`src/hw/regdvs_consts.svh`:
```
`ifndef REGDVS_CONSTS_SVH
`define REGDVS_CONSTS_SVH


// Register offsets
`define OFS_ALT0      8'h3B
`define OFS_ALT1      8'h3C
`define OFS_ALT2      8'h3D
`define OFS_ALT3      8'h3E
`define OFS_SERIAL    8'h3F
`define OFS_BB_ENA    8'h40
`define OFS_BB_CFG    8'h41

// Field positions in the buck-boost config register; SEQ bits are the boot slot field of the enable register
`define BIT_TABLE_OFF 7
`define BIT_SLOW      4
`define BIT_ACT_DSC   3
`define BIT_RAMP      2
`define BIT_BUCK_ONLY 1
`define BIT_PSV_DSC   0
`define SEQ_MSB       7
`define SEQ_LSB       5

// Encodings
`define PAIR_OFF      5'h00
`define PAIR_SERIAL   5'h1D
`define SLOT_OFF      3'h0
`define SLOT_AT_0     3'h2
`define SLOT_AT_25    3'h3
`define SLOT_AT_50    3'h4
`define SLOT_SW       3'h7
`define EN_OFF        2'h0
`define EN_ON         2'h1
`define EN_PINS       2'h2

// Reset values
`define RST_CODE      6'h00
`define RST_EN        2'h0

// Timing
`define CLK_PERIOD_NS 40
`define RAMP_STEP_NS  20000
`define RAMP_TICKS    (`RAMP_STEP_NS / `CLK_PERIOD_NS)

`endif

```
`src/hw/regdvs_pkg.sv`:
```
package regdvs_pkg;

  typedef logic [5:0] code_t;

  typedef enum logic [1:0] {
    RAMP_IDLE = 2'b01,
    RAMP_WAIT = 2'b10
  } ramp_state_e;

  typedef struct packed {
    ramp_state_e st;
    code_t       code;
    logic [8:0]  cnt;
  } ramp_s;

  typedef struct packed {
    logic [3:0][5:0] alt_voltage_code;
    code_t           serial_voltage_readback;
    logic [2:0]      bb_boot_slot;
    logic            slot_held;
    logic [1:0]      bb_enable_source;
    logic            bb_table_current_off;
    logic            bb_slow_edges;
    logic            bb_active_discharge;
    logic            bb_voltage_ramp;
    logic            bb_buck_only_select;
    logic            bb_passive_discharge;
    code_t           target;
    logic            bb_on;
    logic            act_out;
    logic            psv_out;
    logic [7:0]      rdata;
  } regs_s;

endpackage

```
`src/hw/pin_pair_decode.sv`:
```
`timescale 1ns/1ps
`include "regdvs_consts.svh"

module pin_pair_decode (
  // Selection
  input  wire logic [4:0] pair_select,
  input  wire logic [7:0] pins,
  // Result
  output logic [1:0]      pin_state,
  output logic            pair_ok,
  output logic            serial_mode
);
  import regdvs_pkg::*;

  // Codes 1..28 walk the pin pairs in ascending order, first pin is the MSB
  function automatic logic [5:0] pair_of(input logic [4:0] code);
    logic [4:0] n;
    logic [5:0] r;
    n = 5'h01;
    r = 6'h00;
    for (int i = 0; i < 7; i++) begin
      for (int j = i + 1; j < 8; j++) begin
        if (n == code) begin
          r = {3'(i), 3'(j)};
        end
        n = n + 5'h01;
      end
    end
    return r;
  endfunction

  logic [5:0] pr;

  always_comb begin
    pr          = pair_of(pair_select);
    serial_mode = (pair_select == `PAIR_SERIAL);
    pair_ok     = (pair_select != `PAIR_OFF) && (pair_select < `PAIR_SERIAL);
    pin_state   = {pins[pr[5:3]], pins[pr[2:0]]};
  end

endmodule

```
`src/hw/voltage_ramp.sv`:
```
`timescale 1ns/1ps
`include "regdvs_consts.svh"

module voltage_ramp (
  // Clock and reset
  input  wire logic           clk,
  input  wire logic           reset_n,
  // Setting
  input  wire logic           ramp_en,
  input  wire regdvs_pkg::code_t setting,
  // Applied code
  output regdvs_pkg::code_t   code
);
  import regdvs_pkg::*;

  localparam logic [8:0] TICK_LAST = 9'(`RAMP_TICKS - 1);

  ramp_s q;
  ramp_s d;

  always_comb begin
    d = q;
    // Falls and disabled ramping jump at once; only rises are paced
    if (!ramp_en || (setting <= q.code)) begin
      d.code = setting;
      d.st   = RAMP_IDLE;
      d.cnt  = 9'h000;
    end else begin
      case (q.st)
        RAMP_IDLE: begin
          d.st  = RAMP_WAIT;
          d.cnt = 9'h000;
        end
        RAMP_WAIT: begin
          if (q.cnt == TICK_LAST) begin
            d.code = q.code + 6'h01;
            d.cnt  = 9'h000;
          end else begin
            d.cnt = q.cnt + 9'h001;
          end
        end
        default: d.st = RAMP_IDLE;
      endcase
    end
  end

  always_ff @(posedge clk or negedge reset_n) begin
    if (!reset_n) begin
      q <= '{st: RAMP_IDLE, code: `RST_CODE, cnt: 9'h000};
    end else begin
      q <= d;
    end
  end

  assign code = q.code;
endmodule

```
`src/hw/regulator_dvs_and_enable_regs.sv`:
```
`timescale 1ns/1ps
`include "regdvs_consts.svh"

module regulator_dvs_and_enable_regs (
  // Clock and reset
  input  wire logic              clk,
  input  wire logic              reset_n,

  // Register port
  input  wire logic              reg_wr,
  input  wire logic              reg_rd,
  input  wire logic [7:0]        reg_addr,
  input  wire logic [7:0]        reg_wdata,
  output logic [7:0]             reg_rdata,

  // Control pins and their selection
  input  wire logic [7:0]        multipurpose_control_pin,
  input  wire logic [4:0]        scaling_pin_pair_select,
  input  wire logic [7:0]        bb_pin_enable_mask,

  // Step-down voltage sources
  input  wire logic              serial_code_valid,
  input  wire regdvs_pkg::code_t serial_code,
  input  wire regdvs_pkg::code_t stepdown_base_code,

  // Boot progress and power state
  input  wire logic [2:0]        bb_boot_slot_strap,
  input  wire logic              boot_started,
  input  wire logic              boot_quarter,
  input  wire logic              boot_half,
  input  wire logic              boot_done,
  input  wire logic              hard_reset,
  input  wire logic              power_off,
  input  wire regdvs_pkg::code_t bb_voltage_setting,

  // Step-down control
  output regdvs_pkg::code_t      stepdown_target,

  // Buck-boost control
  output logic                   bb_enable,
  output logic                   bb_active_discharge_on,
  output logic                   bb_passive_discharge_on,
  output logic                   bb_slow_edges_on,
  output logic                   bb_buck_only_on,
  output logic                   bb_table_current_off_on,
  output regdvs_pkg::code_t      bb_applied_code
);
  import regdvs_pkg::*;

  ////////////////////////////////////////////////////////////////////////////////
  // Pin pair decode

  logic [1:0] pin_state;
  logic       pair_ok;
  logic       serial_mode;
  logic       pins_request;

  pin_pair_decode pin_pair_decode_inst (
    .pair_select (scaling_pin_pair_select),
    .pins        (multipurpose_control_pin),
    .pin_state   (pin_state),
    .pair_ok     (pair_ok),
    .serial_mode (serial_mode)
  );

  // Several selected pins act as a logical OR
  assign pins_request = |(multipurpose_control_pin & bb_pin_enable_mask);

  ////////////////////////////////////////////////////////////////////////////////
  // State

  regs_s q;
  regs_s d;

  always_comb begin
    d = q;

    // Boot slot is a strap, caught on the first edge after reset release
    if (!q.slot_held) begin
      d.bb_boot_slot = bb_boot_slot_strap;
      d.slot_held    = 1'b1;
    end

    // Readback follows the serial path only; bus writes never reach it
    if (serial_code_valid) begin
      d.serial_voltage_readback = serial_code;
    end

    // Register writes; unused bits are simply not stored
    if (reg_wr) begin
      case (reg_addr)
        `OFS_ALT0: begin
          d.alt_voltage_code[0] = reg_wdata[5:0];
        end
        `OFS_ALT1: begin
          d.alt_voltage_code[1] = reg_wdata[5:0];
        end
        `OFS_ALT2: begin
          d.alt_voltage_code[2] = reg_wdata[5:0];
        end
        `OFS_ALT3: begin
          d.alt_voltage_code[3] = reg_wdata[5:0];
        end
        `OFS_BB_ENA: begin
          d.bb_enable_source = reg_wdata[1:0];
        end
        `OFS_BB_CFG: begin
          d.bb_table_current_off = reg_wdata[`BIT_TABLE_OFF];
          d.bb_slow_edges        = reg_wdata[`BIT_SLOW];
          d.bb_active_discharge  = reg_wdata[`BIT_ACT_DSC];
          d.bb_voltage_ramp      = reg_wdata[`BIT_RAMP];
          d.bb_buck_only_select  = reg_wdata[`BIT_BUCK_ONLY];
          d.bb_passive_discharge = reg_wdata[`BIT_PSV_DSC];
        end
        default: begin
        end
      endcase
    end

    // Step-down target, registered so a pin change lands on the next edge
    if (serial_mode) begin
      d.target = q.serial_voltage_readback;
    end else if (pair_ok) begin
      case (pin_state)
        2'b00: d.target = q.alt_voltage_code[0];
        2'b01: d.target = q.alt_voltage_code[1];
        2'b10: d.target = q.alt_voltage_code[2];
        2'b11: d.target = q.alt_voltage_code[3];
        default: d.target = q.alt_voltage_code[0];
      endcase
    end else begin
      d.target = stepdown_base_code;
    end

    // Buck-boost enable; reserved slot and source codes leave it off
    d.bb_on = 1'b0;
    if (q.slot_held && !hard_reset && !power_off) begin
      case (q.bb_boot_slot)
        `SLOT_AT_0: d.bb_on = boot_started;
        `SLOT_AT_25: d.bb_on = boot_quarter;
        `SLOT_AT_50: d.bb_on = boot_half;
        `SLOT_SW: begin
          // Enable field only counts once the boot delay is over
          if (boot_done) begin
            case (q.bb_enable_source)
              `EN_ON: d.bb_on = 1'b1;
              `EN_PINS: d.bb_on = pins_request;
              default: d.bb_on = 1'b0;
            endcase
          end
        end
        default: d.bb_on = 1'b0;
      endcase
    end

    // Discharge paths; hard reset forces both on, power off forces only the active one
    d.act_out = hard_reset || power_off || (d.bb_active_discharge && !d.bb_on);
    d.psv_out = hard_reset || (d.bb_passive_discharge && !d.bb_on);

    // Read data is captured on the read strobe and held until the next one
    if (reg_rd) begin
      case (reg_addr)
        `OFS_ALT0: d.rdata = {2'b00, q.alt_voltage_code[0]};
        `OFS_ALT1: d.rdata = {2'b00, q.alt_voltage_code[1]};
        `OFS_ALT2: d.rdata = {2'b00, q.alt_voltage_code[2]};
        `OFS_ALT3: d.rdata = {2'b00, q.alt_voltage_code[3]};
        `OFS_SERIAL: d.rdata = {2'b00, q.serial_voltage_readback};
        `OFS_BB_ENA: d.rdata = {q.bb_boot_slot, 3'b000, q.bb_enable_source};
        `OFS_BB_CFG: begin
          d.rdata = {q.bb_table_current_off, 2'b00, q.bb_slow_edges,
                     q.bb_active_discharge, q.bb_voltage_ramp,
                     q.bb_buck_only_select, q.bb_passive_discharge};
        end
        default: d.rdata = 8'h00;
      endcase
    end
  end

  always_ff @(posedge clk or negedge reset_n) begin
    if (!reset_n) begin
      q <= '{
        alt_voltage_code:        {4{`RST_CODE}},
        serial_voltage_readback: `RST_CODE,
        bb_boot_slot:            `SLOT_OFF,
        slot_held:               1'b0,
        bb_enable_source:        `RST_EN,
        bb_table_current_off:    1'b0,
        bb_slow_edges:           1'b0,
        bb_active_discharge:     1'b0,
        bb_voltage_ramp:         1'b0,
        bb_buck_only_select:     1'b0,
        bb_passive_discharge:    1'b0,
        target:                  `RST_CODE,
        bb_on:                   1'b0,
        act_out:                 1'b1,
        psv_out:                 1'b1,
        rdata:                   8'h00
      };
    end else begin
      q <= d;
    end
  end

  ////////////////////////////////////////////////////////////////////////////////
  // Voltage ramp

  // Ramp paces only the buck-boost setting; the step-down codes jump
  voltage_ramp voltage_ramp_inst (
    .clk     (clk),
    .reset_n (reset_n),
    .ramp_en (q.bb_voltage_ramp),
    .setting (bb_voltage_setting),
    .code    (bb_applied_code)
  );

  ////////////////////////////////////////////////////////////////////////////////
  // Outputs

  assign reg_rdata               = q.rdata;
  assign stepdown_target         = q.target;
  assign bb_enable               = q.bb_on;
  assign bb_active_discharge_on  = q.act_out;
  assign bb_passive_discharge_on = q.psv_out;
  assign bb_slow_edges_on        = q.bb_slow_edges;
  assign bb_buck_only_on         = q.bb_buck_only_select;
  assign bb_table_current_off_on = q.bb_table_current_off;
endmodule

```
`config.mk`:
```
export PLATFORM = sky130hd
export DESIGN_NAME = regulator_dvs_and_enable_regs
export DESIGN_NICKNAME = d
export VERILOG_FILES = /design/src/hw/regdvs_pkg.sv /design/src/hw/pin_pair_decode.sv /design/src/hw/voltage_ramp.sv /design/src/hw/regulator_dvs_and_enable_regs.sv
export VERILOG_INCLUDE_DIRS = /design/src /design/src/hw
export SDC_FILE = /design/constraint.sdc
export NUM_CORES = 1
export LEC_CHECK = 0
export BUFFER_PORTS_ARGS = -buffer_cell sky130_fd_sc_hd__buf_4
export CAP_MARGIN = 20
export CORE_AREA = 3 3 108 110
export DETAILED_ROUTE_END_ITERATION = 8
export DIE_AREA = 0 0 111 113
export PLACE_DENSITY_LB_ADDON = 0.05
export SLEW_MARGIN = 10
export SYNTH_ARGS = -nofsm -noshare
export SYNTH_HDL_FRONTEND = slang
export SYNTH_HIERARCHICAL = 1
export SYNTH_SLANG_ARGS = --single-unit
```
`constraint.sdc`:
```
create_clock -name clk -period 2.6 [get_ports clk]
set_clock_uncertainty 0.15 [all_clocks]
set_input_delay 0.52 -clock clk [delete_from_list [all_inputs] [get_ports clk]]
set_output_delay 0.52 -clock clk [all_outputs]
set_load 0.02 [all_outputs]
```
==> summary.md <==
| Metric | Value |
|---|---|
| Number of flops mapped to enable cells by yosys | `0` |
| Core ar. | `0.0108 mm²` |
| Initial DRC Count | `153` |
| Die extent in y | `113 µm` |
| Clk sinks | `76` |
| Max FO, Critical Path | `6` |
| Multi-input gate area | `about 0.0026 mm²` |
| Crit start category | `primary input` |
| Lkg Pwr | `2.60 nW` |
| Pwr per Cell Area | `454 mW/mm²` |
| Global-route wire length before repair | `19,000 µm` |
| WHS Path Cells | `2` |
| Router iterations before antenna repair | `4` |
| Seq pwr share | `49.6%` |
| Status | `complete, no violations` |
| Synth Register Bits | `76` |
| Clock Path Buffers | `2` |
| Least-Margin Pin Slew | `0.544 ns` |
| Top-count cell post-synth | `dfrtp_1` |
| Critical path data arrival time | `2.63 ns` |
| Max_cap viols | `0` |
| Setup slack at placement | `-0.398 ns` |
| Total CTS buffers | `9` |
| Distinct cell type count after synthesis | `70` |
| Vias per cell | `roughly 5.5` |
| Synthesized net count | `536` |
| Worst Setup End Kind | `flop` |
| DIE WIDTH | `111 µm` |
| Number of global-route vias before repair | `3,697` |
| Tmin final | `between 2 and 3 ns` |
| RSZ-0062 raised after global routing | `yes` |
| Synth top area share | `a little under two fifths` |
| CTS tree | `yes` |
| Starting Density | `between 40 and 50%` |
| Slew HR | `a little under two thirds` |
| FILL cells | `999` |
| Top cells by count, synth | `dfrtp_1 (73), mux2_2 (45), nand2_1 (26)` |
| Dpl hpwl | `9000 µm` |
| Final setup vio count | `0` |
| Clock latency on the worst-skew pair | `0.36 ns` |
| Total Routing Usage GR | `a little under a fifth` |
| Pin count of the biggest net entering global routing | `42` |
| IR drop worst, VDD | `between 0.2 and 0.25 mV` |
| Overall power | `0.00261 W` |
| Worst EP required | `2.70 ns` |
| Antenna cells | `0` |
| Async SR Flop Fraction | `100%` |
| Area delta synth->final | `20.2%` |
| Switching power | `between 0.0007 and 0.0008 W` |
| Register Area | `0.00191 mm²` |
| I/O Buffers | `93` |
| I/O pin cnt | `between 90 and 100` |
| Predominant post-synthesis flop cell | `dfrtp_1` |
| Register-to-Register Path Depth | `6` |
| Final worst setup slack | `0.0745 ns` |
| Layout Nets | `a little over 600` |
| Share of cells above drive strength 1 | `37.5%` |
| Sequential element share of the synthesized area | `~40%` |
| Synth Cell Area | `approximately 0.0048 mm²` |
| DRC viols | `0` |
| CTS root buf | `clkbuf_8` |
| Switching Share | `28.9%` |
| Slew Viols, Final | `0` |
| Comb pwr share | `19.5%` |
| Synth Instances | `about 460` |
| Die area | `0.0125 mm²` |
| Setup Buffers After CTS | `0` |
| P_int | `0.00186 W` |
| Yosys Warn Count | `6` |
| CTS clock-pin slew for the worst setup and hold paths | `approximately 0.09 ns` |
| Wirelength, routed | `11,600 µm` |
| Maximum clock rate | `396 MHz` |
| Via count | `3,754` |
| Worst hold path type | `primary input to flop` |
| H-Tree Depth | `3` |
| Synth area leaders | `dfrtp_1 (38%), mux2_2 (11%), mux2i_1 (3.5%)` |
| Synthesized area per cell | `10.5 µm²` |
| Post-DRT Antenna Nets | `0` |
| Initial antenna violation count | `0` |
| Final hold violations | `0` |
| Setup CP Type | `primary input to flop` |
| Congestion Overflow GR | `0` |
| Wire per inst | `17.1 µm` |
| FP Rows | `38` |
| Tcrit/Tclk final | `97.1%` |
| Synth area leader | `dfrtp_1` |
| Final GP Congestion | `roughly 0.87` |
| Clock power frac | `30.9%` |
[kinds of logic (layout without fill, tap and decap cells)]
family / Yosys count / count (layout) / synth area share (%)
buf+inv: 63 / 148 / 7.07
mux: 78 / 78 / 20.2
xor+xnor: 8 / 8 / 1.46
flops: 76 / 76 / 39.7
other cells: 1 / 1 / 0.0782
compound gates: 96 / 96 / 13.1
fa+ha+maj: 10 / 10 / 2.61
simple gates: 125 / 125 / 15.7
[per-layer routing]
layer,part of all wire [%],global-route usage [%],vias to the layer above,routed length (µm)
met2,47,30.3,90,5510
met1,47,26.0,1818,5440
met3,4.5,3.80,12,524
li1,-,-,1834,-
met5,0,0,-,0
met4,1.4,5.34,0,158
[layout make-up]
type / count / share of cell area (%)
Timing Repair Buffer: 116 / 15.6
Clock buffer: 10 / 2.21
Tap cell: 140 / 3.04
Clock inverter: 6 / 0.717
Sequential cell: 76 / 33.1
Multi-Input combinational cell: 318 / 44.3
Inverter: 16 / 1.04
[stage by stage]
step	hold slack [ns]	utilization (%)	instance area, µm²	cells	TNS [ns]
after floorplan	0.0744	-	4810	457	-1.69
after global placement	0.353	51.5	5560	665	-2.02
after detailed placement	0.364	51.5	5560	665	-2.23
after CTS	0.225	53.2	5740	682	0
after global routing	0.226	53.4	5760	682	-0.176
final	0.238	53.4	5760	682	0
[cell usage in the layout (no fill, tap or decap), types with 6 or more instances in the layout]
cell | Yosys | final
nor2_1 | 23 | 23
nand2b_1 | 9 | 9
mux2i_1 | 17 | 17
mux2_2 | 45 | 44
o21ai_0 | 25 | 20
and2_1 | 7 | 7
o21ai_1 | 1 | 6
dfrtp_1 | 73 | 73
inv_1 | 16 | 16
a31oi_1 | 7 | 7
ha_1 | 10 | 10
a22oi_1 | 7 | 7
nand2_1 | 26 | 26
clkbuf_8 | 0 | 9
buf_4 | 22 | 111
mux4_2 | 6 | 8
nand3_1 | 14 | 14
xnor2_1 | 6 | 6
a21oi_1 | 16 | 16
[power by group through the flow]
stage	combinational [W]	clock, W	sequential [W]
after floorplan	0.000319	0	0.00131
after global placement	0.000502	0	0.00132
after detailed placement	0.000511	0	0.00132
after CTS	0.000513	0.000838	0.00130
after global routing	0.000558	0.000880	0.00131
final	0.000509	0.000807	0.00130
[repair_timing]
| item | CTS | global route |
|---|---|---|
| pin swaps | 1 | 2 |
| gates resized for setup | 0 | 6 |
| cloned | 0 | 0 |
| hold buffers | 1 | 0 |
| endpoints found under the setup margin | 1 | 6 |
| hold endpoints to repair | 31 | 0 |
[path summary, 6_finish.rpt]
| path | start | end | slack [ns] |
|---|---|---|---|
| setup / recovery | scaling_pin_pair_select[0] | stepdown_target[2] | 0.07 |
| hold / removal | serial_code[4] | q[33] | 0.24 |
| setup reg to reg | voltage_ramp_inst/code[4] | voltage_ramp_inst/code[1] | 0.31 |
| hold reg to reg | q[33] | stepdown_target[4] | 0.38 |
| max in group asynchronous | reset_n | bb_passive_discharge_on | 1.13 |
| min in group asynchronous | reset_n | q[33] | 0.51 |
[sequential cells by signal (all words and copies together) (netlist names), 6 cells and up]
register                count
q                          39
voltage_ramp_inst/q        11
voltage_ramp_inst/code      6
stepdown_target             6
reg_rdata                   8
[critical path, stage by stage]
cell	delay [ns]
buf_8	0.08
mux2i_1	0.18
o22ai_1	0.08
a211o_1	0.32
mux4_2	0.43
mux2_4	0.35
mux4_2	0.44
mux2i_1	0.15
o21ai_1	0.07
No activity file was read; power rests on OpenSTA's default activity.
